===== src/design/hbp_pkg.sv =====
/*
  Shared constants for the parallel host bus port: register map of the
  device-side control block, field positions, reset values, timing counts.
  Assumes a 100 MHz core clock on both ends.
*/
package hbp_pkg;
  // ****************************************************************
  // Timing
  // ****************************************************************
  localparam int CLK_PERIOD_NS = 10;
  localparam int RESET_HOLD_US = 500;
  localparam int RESET_HOLD_CYC = RESET_HOLD_US * 1000 / CLK_PERIOD_NS;

  // ****************************************************************
  // Device register map (7-bit addresses)
  // ****************************************************************
  localparam logic [6:0] REG_CFG = 7'h00;
  localparam logic [6:0] REG_STAT = 7'h01;
  localparam logic [6:0] REG_EVENT = 7'h02;
  localparam logic [6:0] REG_SCRATCH = 7'h03;
  localparam logic [6:0] REG_SCRATCH_HI = 7'h13;

  // CFG fields
  localparam int CFG_DMA_EN = 0;
  localparam int CFG_RX_POL = 1;
  localparam int CFG_TX_POL = 2;
  localparam int CFG_IRQ_OD = 3;
  localparam int CFG_IRQ_POL = 4;
  localparam int CFG_IRQ_EN = 5;
  localparam logic [7:0] CFG_RESET = 8'h00;

  // EVENT fields: device-side requests set by the user side
  localparam int EV_IRQ = 0;
  localparam int EV_RX = 1;
  localparam int EV_TX = 2;

  // ****************************************************************
  // Controller (Avalon-MM slave) map, byte addresses
  // ****************************************************************
  localparam logic [3:0] CT_CMD = 4'h0;
  localparam logic [3:0] CT_ADDR = 4'h4;
  localparam logic [3:0] CT_WDATA = 4'h8;
  localparam logic [3:0] CT_STAT = 4'hc;
  localparam int CMD_GO = 0;
  localparam int CMD_RD = 1;
  localparam int CMD_MUX = 2;
  localparam int CMD_MOT = 3;
  localparam int CMD_DMA = 4;
  localparam int STROBE_CYC = 4;
endpackage : hbp_pkg


===== src/design/hbp_if.sv =====
/*
  Host bus port pins between the host controller and the device.
  Assumes the bench resolves the shared data and interrupt wires from
  the enables (enable low = driving).
*/
`timescale 1ns/1ps
`default_nettype none
interface hbp_if;
  logic cs_n;
  logic rd_ds_n;
  logic wr_rw;
  logic ale;
  logic mode;
  logic [6:0] addr;
  logic dma_ack_in;
  logic [7:0] host_d_out;
  logic host_d_oe_n;
  logic [7:0] dev_d_out;
  logic dev_d_oe_n;
  logic [7:0] d_in;
  logic dma_req_rx;
  logic dma_req_tx;
  logic irq_out;
  logic irq_out_oe_n;
  logic irq_in;
  logic irq_ack_in;
  logic reset_indication;

  modport dev (input cs_n, rd_ds_n, wr_rw, ale, mode, addr, dma_ack_in,
    d_in, irq_ack_in, output dev_d_out, dev_d_oe_n, dma_req_rx,
    dma_req_tx, irq_out, irq_out_oe_n, reset_indication);
  modport host (output cs_n, rd_ds_n, wr_rw, ale, mode, addr, dma_ack_in,
    host_d_out, host_d_oe_n, irq_ack_in, input d_in, dma_req_rx,
    dma_req_tx, irq_in, reset_indication);
endinterface : hbp_if
`default_nettype wire


===== src/design/hbp_device.sv =====
/*
  Device end of the parallel host bus port: strobe decode, address latch,
  small register file, DMA requests, interrupt output, reset indication.
  Assumes all pins synchronous to CORE_CLK; shared wires resolved outside.
*/
// Summary of operation
// RL1 - Registers respond only while chip select low
// RL2 - Data direction from select, strobes, mode
// RL3 - Multiplexed mode: address then data on lines
// RL4 - Latch transparent while ALE high, holds after
// RL5 - ALE level picks multiplexed or demultiplexed
// RL6 - Mode input picks strobe convention
// RL7 - Separate strobes mark write or read
// RL8 - Data strobe: direction line gives direction
// RL9 - Seven-bit address, bit 4 shared pin
// RL10 - DMA mode forces address bit 4 zero
// RL11 - Receive DMA request, polarity, low after reset
// RL12 - Transmit DMA request, polarity, low after reset
// RL13 - Interrupt push-pull or open drain, Z at reset
// RL14 - Interrupt asserts on service need
// RL15 - Reset indication held 500 us after reset
// RL16 - Deselected: data Z, strobes ignored
`timescale 1ns/1ps
`default_nettype none
module hbp_device #(
  parameter int RESET_HOLD = hbp_pkg::RESET_HOLD_CYC
) (
  input wire logic CORE_CLK,
  input wire logic SYS_RST,
  hbp_if.dev BUS,
  input wire logic [7:0] USER_EVENT_SET,
  output logic [7:0] USER_CFG,
  output logic [7:0] USER_SCRATCH
);
  import hbp_pkg::*;

  // ****************************************************************
  // Reset indication
  // ****************************************************************
  logic [31:0] rst_cnt_reg;
  logic in_reset_reg;
  always_ff @(posedge CORE_CLK or posedge SYS_RST) begin
    if (SYS_RST) begin
      rst_cnt_reg <= 32'h0;
      in_reset_reg <= 1'b1;
    end else if (in_reset_reg) begin
      if (rst_cnt_reg >= 32'(RESET_HOLD - 1))
        in_reset_reg <= 1'b0; // [RL15]
      else
        rst_cnt_reg <= rst_cnt_reg + 32'h1;
    end
  end
  assign BUS.reset_indication = in_reset_reg; // [RL15]

  // ****************************************************************
  // Access decode
  // ****************************************************************
  logic mux_mode;
  logic sel;
  logic rd_act;
  logic wr_act;
  logic [6:0] addr_raw;
  logic [6:0] addr_eff;
  logic [6:0] addr_lat_reg;
  logic [7:0] cfg_reg;
  logic dma_mode;

  assign dma_mode = cfg_reg[CFG_DMA_EN];
  assign sel = !BUS.cs_n && !in_reset_reg; // [RL1] [RL16]
  assign mux_mode = !BUS.ale; // [RL5]
  // Direction mode: rd_ds_n is data strobe, wr_rw high = read [RL6]
  assign rd_act = sel && !BUS.rd_ds_n && (BUS.mode ? BUS.wr_rw : 1'b1); // [RL7] [RL8]
  assign wr_act = sel && (BUS.mode ? (!BUS.rd_ds_n && !BUS.wr_rw)
                                   : (!BUS.wr_rw && BUS.rd_ds_n)); // [RL7] [RL8]

  // Multiplexed mode latches the address pins, not the data lines, while ALE is high
  always_ff @(posedge CORE_CLK or posedge SYS_RST) begin
    if (SYS_RST)
      addr_lat_reg <= 7'h00;
    else if (BUS.ale)
      addr_lat_reg <= {BUS.addr[6:5], BUS.dma_ack_in, BUS.addr[3:0]}; // [RL4]
  end

  // Latch is transparent while ALE is high, so demux uses the pins
  assign addr_raw = mux_mode ? addr_lat_reg // [RL3] [RL4]
                             : {BUS.addr[6:5], BUS.dma_ack_in, BUS.addr[3:0]}; // [RL9]
  assign addr_eff = {addr_raw[6:5], addr_raw[4] & !dma_mode, addr_raw[3:0]}; // [RL10]

  // ****************************************************************
  // Register file
  // ****************************************************************
  logic wr_act_d_reg;
  logic wr_pulse;
  logic [7:0] event_reg;
  logic [7:0] scratch_reg;
  logic [7:0] scratch_hi_reg;
  logic [7:0] rdata;

  // One write per strobe: take it on the strobe's first cycle
  always_ff @(posedge CORE_CLK or posedge SYS_RST) begin
    if (SYS_RST)
      wr_act_d_reg <= 1'b0;
    else
      wr_act_d_reg <= wr_act;
  end
  assign wr_pulse = wr_act && !wr_act_d_reg;

  always_ff @(posedge CORE_CLK or posedge SYS_RST) begin
    if (SYS_RST)
      cfg_reg <= CFG_RESET; // [RL11] [RL12]
    else if (wr_pulse && addr_eff == REG_CFG)
      cfg_reg <= BUS.d_in;
  end

  always_ff @(posedge CORE_CLK or posedge SYS_RST) begin
    if (SYS_RST) begin
      scratch_reg <= 8'h00;
      scratch_hi_reg <= 8'h00;
    end else if (wr_pulse) begin
      if (addr_eff == REG_SCRATCH)
        scratch_reg <= BUS.d_in;
      if (addr_eff == REG_SCRATCH_HI)
        scratch_hi_reg <= BUS.d_in;
    end
  end

  // Write-one-to-clear; a new event in the same cycle wins
  always_ff @(posedge CORE_CLK or posedge SYS_RST) begin
    if (SYS_RST)
      event_reg <= 8'h00;
    else if (wr_pulse && addr_eff == REG_EVENT)
      event_reg <= (event_reg & ~BUS.d_in) | USER_EVENT_SET;
    else
      event_reg <= event_reg | USER_EVENT_SET;
  end

  always_comb begin
    case (addr_eff)
      REG_CFG: rdata = cfg_reg;
      REG_STAT: rdata = {5'h00, dma_mode, mux_mode, BUS.mode};
      REG_EVENT: rdata = event_reg;
      REG_SCRATCH: rdata = scratch_reg;
      REG_SCRATCH_HI: rdata = scratch_hi_reg;
      default: rdata = 8'h00;
    endcase
  end

  // ****************************************************************
  // Data bus drive
  // ****************************************************************
  logic [7:0] dout_reg;
  logic doe_n_reg;
  always_ff @(posedge CORE_CLK or posedge SYS_RST) begin
    if (SYS_RST) begin
      dout_reg <= 8'h00;
      doe_n_reg <= 1'b1;
    end else begin
      dout_reg <= rdata;
      doe_n_reg <= !rd_act; // [RL2] [RL8] [RL16]
    end
  end
  assign BUS.dev_d_out = dout_reg;
  assign BUS.dev_d_oe_n = doe_n_reg;

  // ****************************************************************
  // DMA requests and interrupt
  // ****************************************************************
  logic rx_act;
  logic tx_act;
  logic irq_act;
  logic rx_reg;
  logic tx_reg;
  logic irq_reg;
  logic irq_oe_n_reg;
  assign rx_act = dma_mode && event_reg[EV_RX];
  assign tx_act = dma_mode && event_reg[EV_TX];
  assign irq_act = cfg_reg[CFG_IRQ_EN] && event_reg[EV_IRQ]; // [RL14]

  // After reset both requests sit low; polarity bit high = active low
  always_ff @(posedge CORE_CLK or posedge SYS_RST) begin
    if (SYS_RST) begin
      rx_reg <= 1'b0;
      tx_reg <= 1'b0;
    end else begin
      rx_reg <= rx_act ^ cfg_reg[CFG_RX_POL]; // [RL11]
      tx_reg <= tx_act ^ cfg_reg[CFG_TX_POL]; // [RL12]
    end
  end
  assign BUS.dma_req_rx = rx_reg;
  assign BUS.dma_req_tx = tx_reg;

  // Open drain only ever pulls low, so shared lines stay safe
  always_ff @(posedge CORE_CLK or posedge SYS_RST) begin
    if (SYS_RST) begin
      irq_reg <= 1'b0;
      irq_oe_n_reg <= 1'b1; // [RL13]
    end else if (in_reset_reg || cfg_reg[CFG_IRQ_OD]) begin
      irq_reg <= 1'b0;
      irq_oe_n_reg <= in_reset_reg || !irq_act; // [RL13] [RL14]
    end else begin
      irq_reg <= irq_act ^ cfg_reg[CFG_IRQ_POL]; // [RL13] [RL14]
      irq_oe_n_reg <= 1'b0;
    end
  end
  assign BUS.irq_out = irq_reg;
  assign BUS.irq_out_oe_n = irq_oe_n_reg;

  assign USER_CFG = cfg_reg;
  assign USER_SCRATCH = scratch_reg;
endmodule : hbp_device
`default_nettype wire


===== src/flat_wrapper.sv =====
// flat-port wrapper written by rule: the top's interface ports become plain ports
module hbp_device_flat import hbp_pkg::*;
#(
  parameter int RESET_HOLD = hbp_pkg::RESET_HOLD_CYC
)
  (CORE_CLK, SYS_RST, USER_EVENT_SET, USER_CFG, USER_SCRATCH, BUS_cs_n, BUS_rd_ds_n, BUS_wr_rw, BUS_ale, BUS_mode, BUS_addr, BUS_dma_ack_in, BUS_d_in, BUS_irq_ack_in, BUS_dev_d_out, BUS_dev_d_oe_n, BUS_dma_req_rx, BUS_dma_req_tx, BUS_irq_out, BUS_irq_out_oe_n, BUS_reset_indication);
  hbp_if BUS_i ();
  input wire logic CORE_CLK;
  input wire logic SYS_RST;
  input wire logic [7:0] USER_EVENT_SET;
  output logic [7:0] USER_CFG;
  output logic [7:0] USER_SCRATCH;
  input wire logic [$bits(BUS_i.cs_n)-1:0] BUS_cs_n;
  input wire logic [$bits(BUS_i.rd_ds_n)-1:0] BUS_rd_ds_n;
  input wire logic [$bits(BUS_i.wr_rw)-1:0] BUS_wr_rw;
  input wire logic [$bits(BUS_i.ale)-1:0] BUS_ale;
  input wire logic [$bits(BUS_i.mode)-1:0] BUS_mode;
  input wire logic [$bits(BUS_i.addr)-1:0] BUS_addr;
  input wire logic [$bits(BUS_i.dma_ack_in)-1:0] BUS_dma_ack_in;
  input wire logic [$bits(BUS_i.d_in)-1:0] BUS_d_in;
  input wire logic [$bits(BUS_i.irq_ack_in)-1:0] BUS_irq_ack_in;
  output wire logic [$bits(BUS_i.dev_d_out)-1:0] BUS_dev_d_out;
  output wire logic [$bits(BUS_i.dev_d_oe_n)-1:0] BUS_dev_d_oe_n;
  output wire logic [$bits(BUS_i.dma_req_rx)-1:0] BUS_dma_req_rx;
  output wire logic [$bits(BUS_i.dma_req_tx)-1:0] BUS_dma_req_tx;
  output wire logic [$bits(BUS_i.irq_out)-1:0] BUS_irq_out;
  output wire logic [$bits(BUS_i.irq_out_oe_n)-1:0] BUS_irq_out_oe_n;
  output wire logic [$bits(BUS_i.reset_indication)-1:0] BUS_reset_indication;
  assign BUS_i.cs_n = BUS_cs_n;
  assign BUS_i.rd_ds_n = BUS_rd_ds_n;
  assign BUS_i.wr_rw = BUS_wr_rw;
  assign BUS_i.ale = BUS_ale;
  assign BUS_i.mode = BUS_mode;
  assign BUS_i.addr = BUS_addr;
  assign BUS_i.dma_ack_in = BUS_dma_ack_in;
  assign BUS_i.d_in = BUS_d_in;
  assign BUS_i.irq_ack_in = BUS_irq_ack_in;
  assign BUS_dev_d_out = BUS_i.dev_d_out;
  assign BUS_dev_d_oe_n = BUS_i.dev_d_oe_n;
  assign BUS_dma_req_rx = BUS_i.dma_req_rx;
  assign BUS_dma_req_tx = BUS_i.dma_req_tx;
  assign BUS_irq_out = BUS_i.irq_out;
  assign BUS_irq_out_oe_n = BUS_i.irq_out_oe_n;
  assign BUS_reset_indication = BUS_i.reset_indication;
  hbp_device #(.RESET_HOLD(RESET_HOLD)) u_core (.CORE_CLK(CORE_CLK), .SYS_RST(SYS_RST), .BUS(BUS_i), .USER_EVENT_SET(USER_EVENT_SET), .USER_CFG(USER_CFG), .USER_SCRATCH(USER_SCRATCH));
endmodule

===== config.mk =====
export PLATFORM = sky130hd
export DESIGN_NAME = hbp_device_flat
export DESIGN_NICKNAME = d
export VERILOG_FILES = /design/src/design/hbp_pkg.sv /design/src/design/hbp_if.sv /design/src/design/hbp_device.sv /design/src/flat_wrapper.sv
export SDC_FILE = /design/constraint.sdc
export NUM_CORES = 1
export LEC_CHECK = 0
export BUFFER_PORTS_ARGS = -buffer_cell sky130_fd_sc_hd__buf_2
export CAP_MARGIN = 20
export CORE_MARGIN = 3
export CORE_UTILIZATION = 50
export CTS_BUF_LIST = sky130_fd_sc_hd__clkbuf_4
export DETAILED_ROUTE_END_ITERATION = 10
export GPL_TIMING_DRIVEN = 0
export PLACE_DENSITY = 0.79
export SKIP_LAST_GASP = 1
export SLEW_MARGIN = 20
export SYNTH_ARGS = -nofsm -noshare
export SYNTH_HDL_FRONTEND = slang
export SYNTH_SLANG_ARGS = --single-unit

===== constraint.sdc =====
create_clock -name CORE_CLK -period 2.6 [get_ports CORE_CLK]
set_input_delay 0.26 -clock CORE_CLK [delete_from_list [all_inputs] [get_ports CORE_CLK]]
set_output_delay 0.26 -clock CORE_CLK [all_outputs]
set_load 0.005 [all_outputs]

After elaboration in Yosys (flattened, before gate mapping)
Cells that the tools add are included.

word-level totals
  logic and storage cells = 65
  output and inout port bits = 30
  register bits after elaboration = 86
  input bits = 32

cells by class
  bitwise operators = 9
  magnitude comparators = 1
  equal/unequal tests = 4
  reductions and logical operators = 27
  $add $sub $neg = 1
  multiplexer cells = 9

operators with widths
  operator               count
  $pmux 8 s5             1
  $add 32x1->32 const B  1
  $ge 32x16->1 const B   1
  $or 8x8->8             2
  $eq 7x2->1 const B     2
  $logic_and 1x1->1      12
  $logic_not 1->1        9
  $and 8x8->8            1
  $mux 8                 1
  $not 8->8              1
  $eq 7x1->1 const B     1
  $eq 7x5->1 const B     1
  $logic_not 7->1        1
  $mux 7                 1
  $mux 1                 6
  $reduce_and 2->1       3
  $xor 1x1->1            3
  $logic_or 1x1->1       2
  $and 1x1->1            1
  $not 1->1              1

Logic depth before layout (Yosys ltp)
  word-level depth = 7
  mapped depth = 8
  depth with buffers taken out = 7

Worst setup path after synthesis
No wires, ideal clock.

  path type = in2reg
  start = in BUS_ale
  end = reg u_core.cfg_reg[0] (netlist: u_core.USER_CFG[0])
  setup time = 128 ps
  required time = 2,472 ps
  stages on the path = 7
  slack = 225 ps
  arrival time = 2,247 ps
  cells stage by stage = buf_6 -> or4_4 -> o22a_4 -> nor4_4 -> and2_1 -> buf_2 -> mux2_1

between the ends
  longest elaborated chain between the ends = 4

ends and longest elaborated chain
  what                   line                RTL
  start, declared        flat_wrapper.sv:16  input wire logic [$bits(BUS_i.ale)-1:0] BUS_ale;
  $mux 7 (*)             hbp_device.sv:85    assign addr_raw = mux_mode ? addr_lat_reg
  $and 1x1->1            hbp_device.sv:87    assign addr_eff = {addr_raw[6:5], addr_raw[4] & !dma_mode, addr_raw[3:0]};
  $logic_not 7->1 (*)    hbp_device.sv:111   else if (wr_pulse && addr_eff == REG_CFG)
  $logic_and 1x1->1 (*)  hbp_device.sv:111
  end signal, assigned   hbp_device.sv:112   cfg_reg <= BUS.d_in;
  end, declared          hbp_device.sv:65    logic [7:0] cfg_reg;

Every way passes the cells marked *; elsewhere a longest branch is shown, timed or not.
A chain may end at the register's enable or synchronous reset.

Worst setup path in the final report
  start = reg u_core.rst_cnt_reg[10]
  end = reg u_core.rst_cnt_reg[7]

between the ends
  longest elaborated chain between the ends = 3

ends and longest elaborated chain
  what                               line              RTL
  start, declared                    hbp_device.sv:40  logic [31:0] rst_cnt_reg;
  start signal, assigned             hbp_device.sv:50  rst_cnt_reg <= rst_cnt_reg + 32'h1;
  $ge 32x16->1                       hbp_device.sv:47  if (rst_cnt_reg >= 32'(RESET_HOLD - 1))
  $not 1->1 (no source line)         n/a
  $reduce_and 2->1 (no source line)  n/a

Every way passes these cells.

==> flow_metrics.py <==
metrics = {
    "hold_path": {
        "hold_path_startpoint": "USER_EVENT_SET[3]",
        "whs_path_depth": 2,
        "hold_end": "u_core.event_reg[3]",
        "hp-class": "in -> reg",
    },
    "yosys": {
        "synthArstFlopShare": 1.000,
        "syn_inst": 277,
        "netlist_area_um2": 3575,
        "syn_nets": 310,
        "synth.distinct_cells": 42,
        "synth_seq_area_share": 0.6031,
        "synth_flop_cell": "dfrtp_1",
        "synth.avg_cell_area_um2": 12.90,
        "ys_ff_latch": 86,
        "synth_edf_count": 0,
        "yosysWarnings": 0,
    },
    "setup_path": {
        "critPathLaunchType": "register",
        "cp.required_ns": 2.95,
        "r2r-start": "u_core.rst_cnt_reg[10]",
        "max_stage_delay_ns": 0.57,
        "reg2regPathDepth": 6,
        "cpMaxStageDelayCell": "or4_1",
        "worstPathMaxFanout": 10,
        "critical_path_class": "reg -> reg",
        "rrSetupSlack_ns": 0.13,
        "end_kind": "register",
        "r2r_end": "u_core.rst_cnt_reg[7]",
        "path_cells": "or4_1 -> a2111o_1 -> a211o_4 -> buf_4 -> nor4_2 -> xor2_1",
        "cp_data_arrival_time_ns": 2.82,
    },
    "placement": {
        "dpl-instance-area_um2": 4013,
        "finalWeightedCongestion": 0.8561,
        "port_buffers": 59,
        "place_hpwl_um": 4840,
    },
    "cells_and_area": {
        "nets": 391,
        "drive_gt1_frac": 0.3085,
        "fillers": 554,
        "num_antenna_cells": 0,
        "final_area_um2": 4319,
        "area_delta_synth_final_pct": 20.83,
        "largest_reg_flops": 32,
    },
    "route": {
        "vias_per_cell": 5.364,
        "wl_um": 7056,
        "drt-wirelength-per-cell_um": 15.37,
        "dr.pass1.iters": 4,
        "vias": 2462,
        "drc": 0,
        "drtIter0Drc": 110,
        "ant_nets": 0,
    },
    "sta": {
        "worst_slew_margin_rel": 0.5534,
        "finalSetupTns_ns": 0,
        "period_share": 0.9494,
        "rsz0062_at_grt": "true",
        "finalCriticalPeriod_ns": 2.469,
        "max_freq_mhz": 405.1,
        "setup_viol": 0,
        "worst_slew_pin_slew_ns": 0.6638,
        "fin_skew_ns": 0.02138,
        "hold_slack_ns": 0.02648,
        "final_hold_viol_count": 0,
        "finalMaxSlewViolations": 0,
    },
    "pwr": {
        "switchingPower_uw": 551.5,
        "switching_share": 0.2279,
        "combPwrFrac": 0.076,
        "power_density_nw_per_um2": 560.3,
        "power_frac_seq": 0.577,
        "clockPowerShare": 0.347,
        "intPower_mw": 1.869,
        "static-leakage-power_nw": 2.196,
        "peakVddDrop_uv": 215.9,
    },
    "clock_tree": {
        "cts_tree": "built",
        "clkTransAtPathRegs_ns": 0.12,
        "cts_root_buffer": "clkbuf_4",
        "cts_max_level": 3,
        "cts_buffer_depth": 2,
        "cts_buffers": 9,
        "clock_latency_ns": 0.43,
        "cts.sinks": 86,
    },
    "floorplanning": {
        "fp.dieArea_um2": 8200,
        "die_w_um": 90.56,
        "rows": 30,
        "die_y_um": 90.56,
        "core-area_um2": 6869,
        "initial_core_util": 0.5204,
        "io_pins": 62,
    },
    "global_route": {
        "grt_usage": 0.1811,
        "grt_pass1_wl_um": 11810,
        "grt_overflow": 0,
        "antenna_found_initial": 0,
        "grt_max_degree": 46,
        "grt_pass1_vias": 2386,
    },
    "run_status": {
        "status": "complete, no violations",
    },
    "flow_run": {
        "drv_cap": 0,
    },
}
==> final cells by class <==
class                           instances  area [um^2]  area share
Timing Repair Buffer                   70        410.4     0.09502
Inverter                                8        32.53    0.007532
Clock buffer                           11        82.58     0.01912
Sequential cell                        86         2157      0.4994
Tap cell                               96        120.1     0.02781
Clock inverter                          5        73.82     0.01709
Buffer                                 22        111.4     0.02578
Multi-Input combinational cell        161         1331      0.3082
==> metrics by stage <==
stage	setup WS [ns]	cells	total power, mW	util
after floorplan	0.1231	277	1.517	-
after global placement	-0.7857	432	1.587	0.5809
after detailed placement	-0.2486	433	1.597	0.5842
after CTS	0.01518	454	2.431	0.6142
after global routing	-0.01371	459	2.537	0.6288
final	0.1315	459	2.420	0.6288
==> per-layer routing <==
metal / track usage / vias to the layer above / wire [um]
li1: - / 1138 / -
met1: 0.2230 / 1238 / 2956
met2: 0.3039 / 81 / 3580
met3: 0.06417 / 5 / 480
met4: 0.04592 / 0 / 40
met5: 0 / - / 0
==> logic make-up after synthesis <==
group                    share of synthesized area
XOR/XNOR                                   0.04410
flip-flops                                  0.6031
adder cells (fa/ha/maj)                   0.003500
AND/OR/NAND/NOR                             0.1208
multiplexers                                0.1278
buffers and inverters                      0.03850
AO/OA/AOI/OAI                              0.06230
==> power groups by stage <==
stage / Combinational, mW / Sequential, mW / Clock [mW]
global placement: 0.165 / 1.42 / 0
finish: 0.183 / 1.40 / 0.840
CTS: 0.180 / 1.40 / 0.854
detailed placement: 0.174 / 1.42 / 0
floorplan: 0.0962 / 1.42 / 0
global route: 0.205 / 1.40 / 0.930
==> critical path, delay by kind of cell (launching register included) <==
family	cells	cell delay [ns]
AOI/OAI and AO/OA	2	0.71
DFF	1	0.46
buffers and inverters	1	0.20
xor gates and xnor gates	1	0.18
and+or+nand+nor	2	0.85
==> worst max path at each step <==
stage,startpoint,to,slack [ns]
after detailed placement,BUS_ale,u_core.USER_CFG[4],-0.25
after global placement,SYS_RST,u_core.USER_CFG[7],-0.79
final,u_core.rst_cnt_reg[10],u_core.rst_cnt_reg[7],0.13
after floorplan,SYS_RST,u_core.BUS.dev_d_out[0],0.12
after global routing,u_core.rst_cnt_reg[10],u_core.rst_cnt_reg[7],-0.01
after CTS,u_core.USER_CFG[0],u_core.scratch_hi_reg[4],0.02
==> Yosys cell counts (all sizes together) (2+ instances only) <==
library cell / n / area share
nor3: 6 / 0.0084
dfrtp: 83 / 0.58
a2bb2oi: 2 / 0.0049
a221o: 6 / 0.017
nand3: 6 / 0.0084
a21o: 10 / 0.021
buf: 5 / 0.012
mux2i: 10 / 0.028
a22oi: 2 / 0.0042
xor2: 10 / 0.025
nor4: 12 / 0.027
nor2: 10 / 0.011
inv: 8 / 0.0084
xnor2: 8 / 0.020
nand2: 23 / 0.024
clkbuf: 17 / 0.018
nand4: 4 / 0.0070
and2: 2 / 0.0035
dfstp: 3 / 0.022
or4: 5 / 0.012
mux2: 29 / 0.10
or3: 3 / 0.0053
==> cells in the final DEF (no fill, tap or decap), types with 6 or more instances in the layout <==
master         instances
dlygate4sd3_1          8
mux2_4                 8
dfrtp_1               82
inv_1                  6
nor4_1                 7
xor2_1                10
buf_2                 60
nand2_1               23
clkbuf_4              11
a21o_1                10
mux2i_1               10
clkbuf_1              16
xnor2_1                8
nand3_1                6
mux2_1                16
a221o_1                6
nor2_1                10
==> what timing repair did <==
action                                 in CTS  in global routing
endpoints found under the hold margin      43                  3
gates resized for setup                     0                 11
setup endpoints to repair                   8                 27
hold buffers                                5                  3
buffers inserted                            0                  2
pin swaps                                   1                  1
Power figures use the tool's default switching activity.
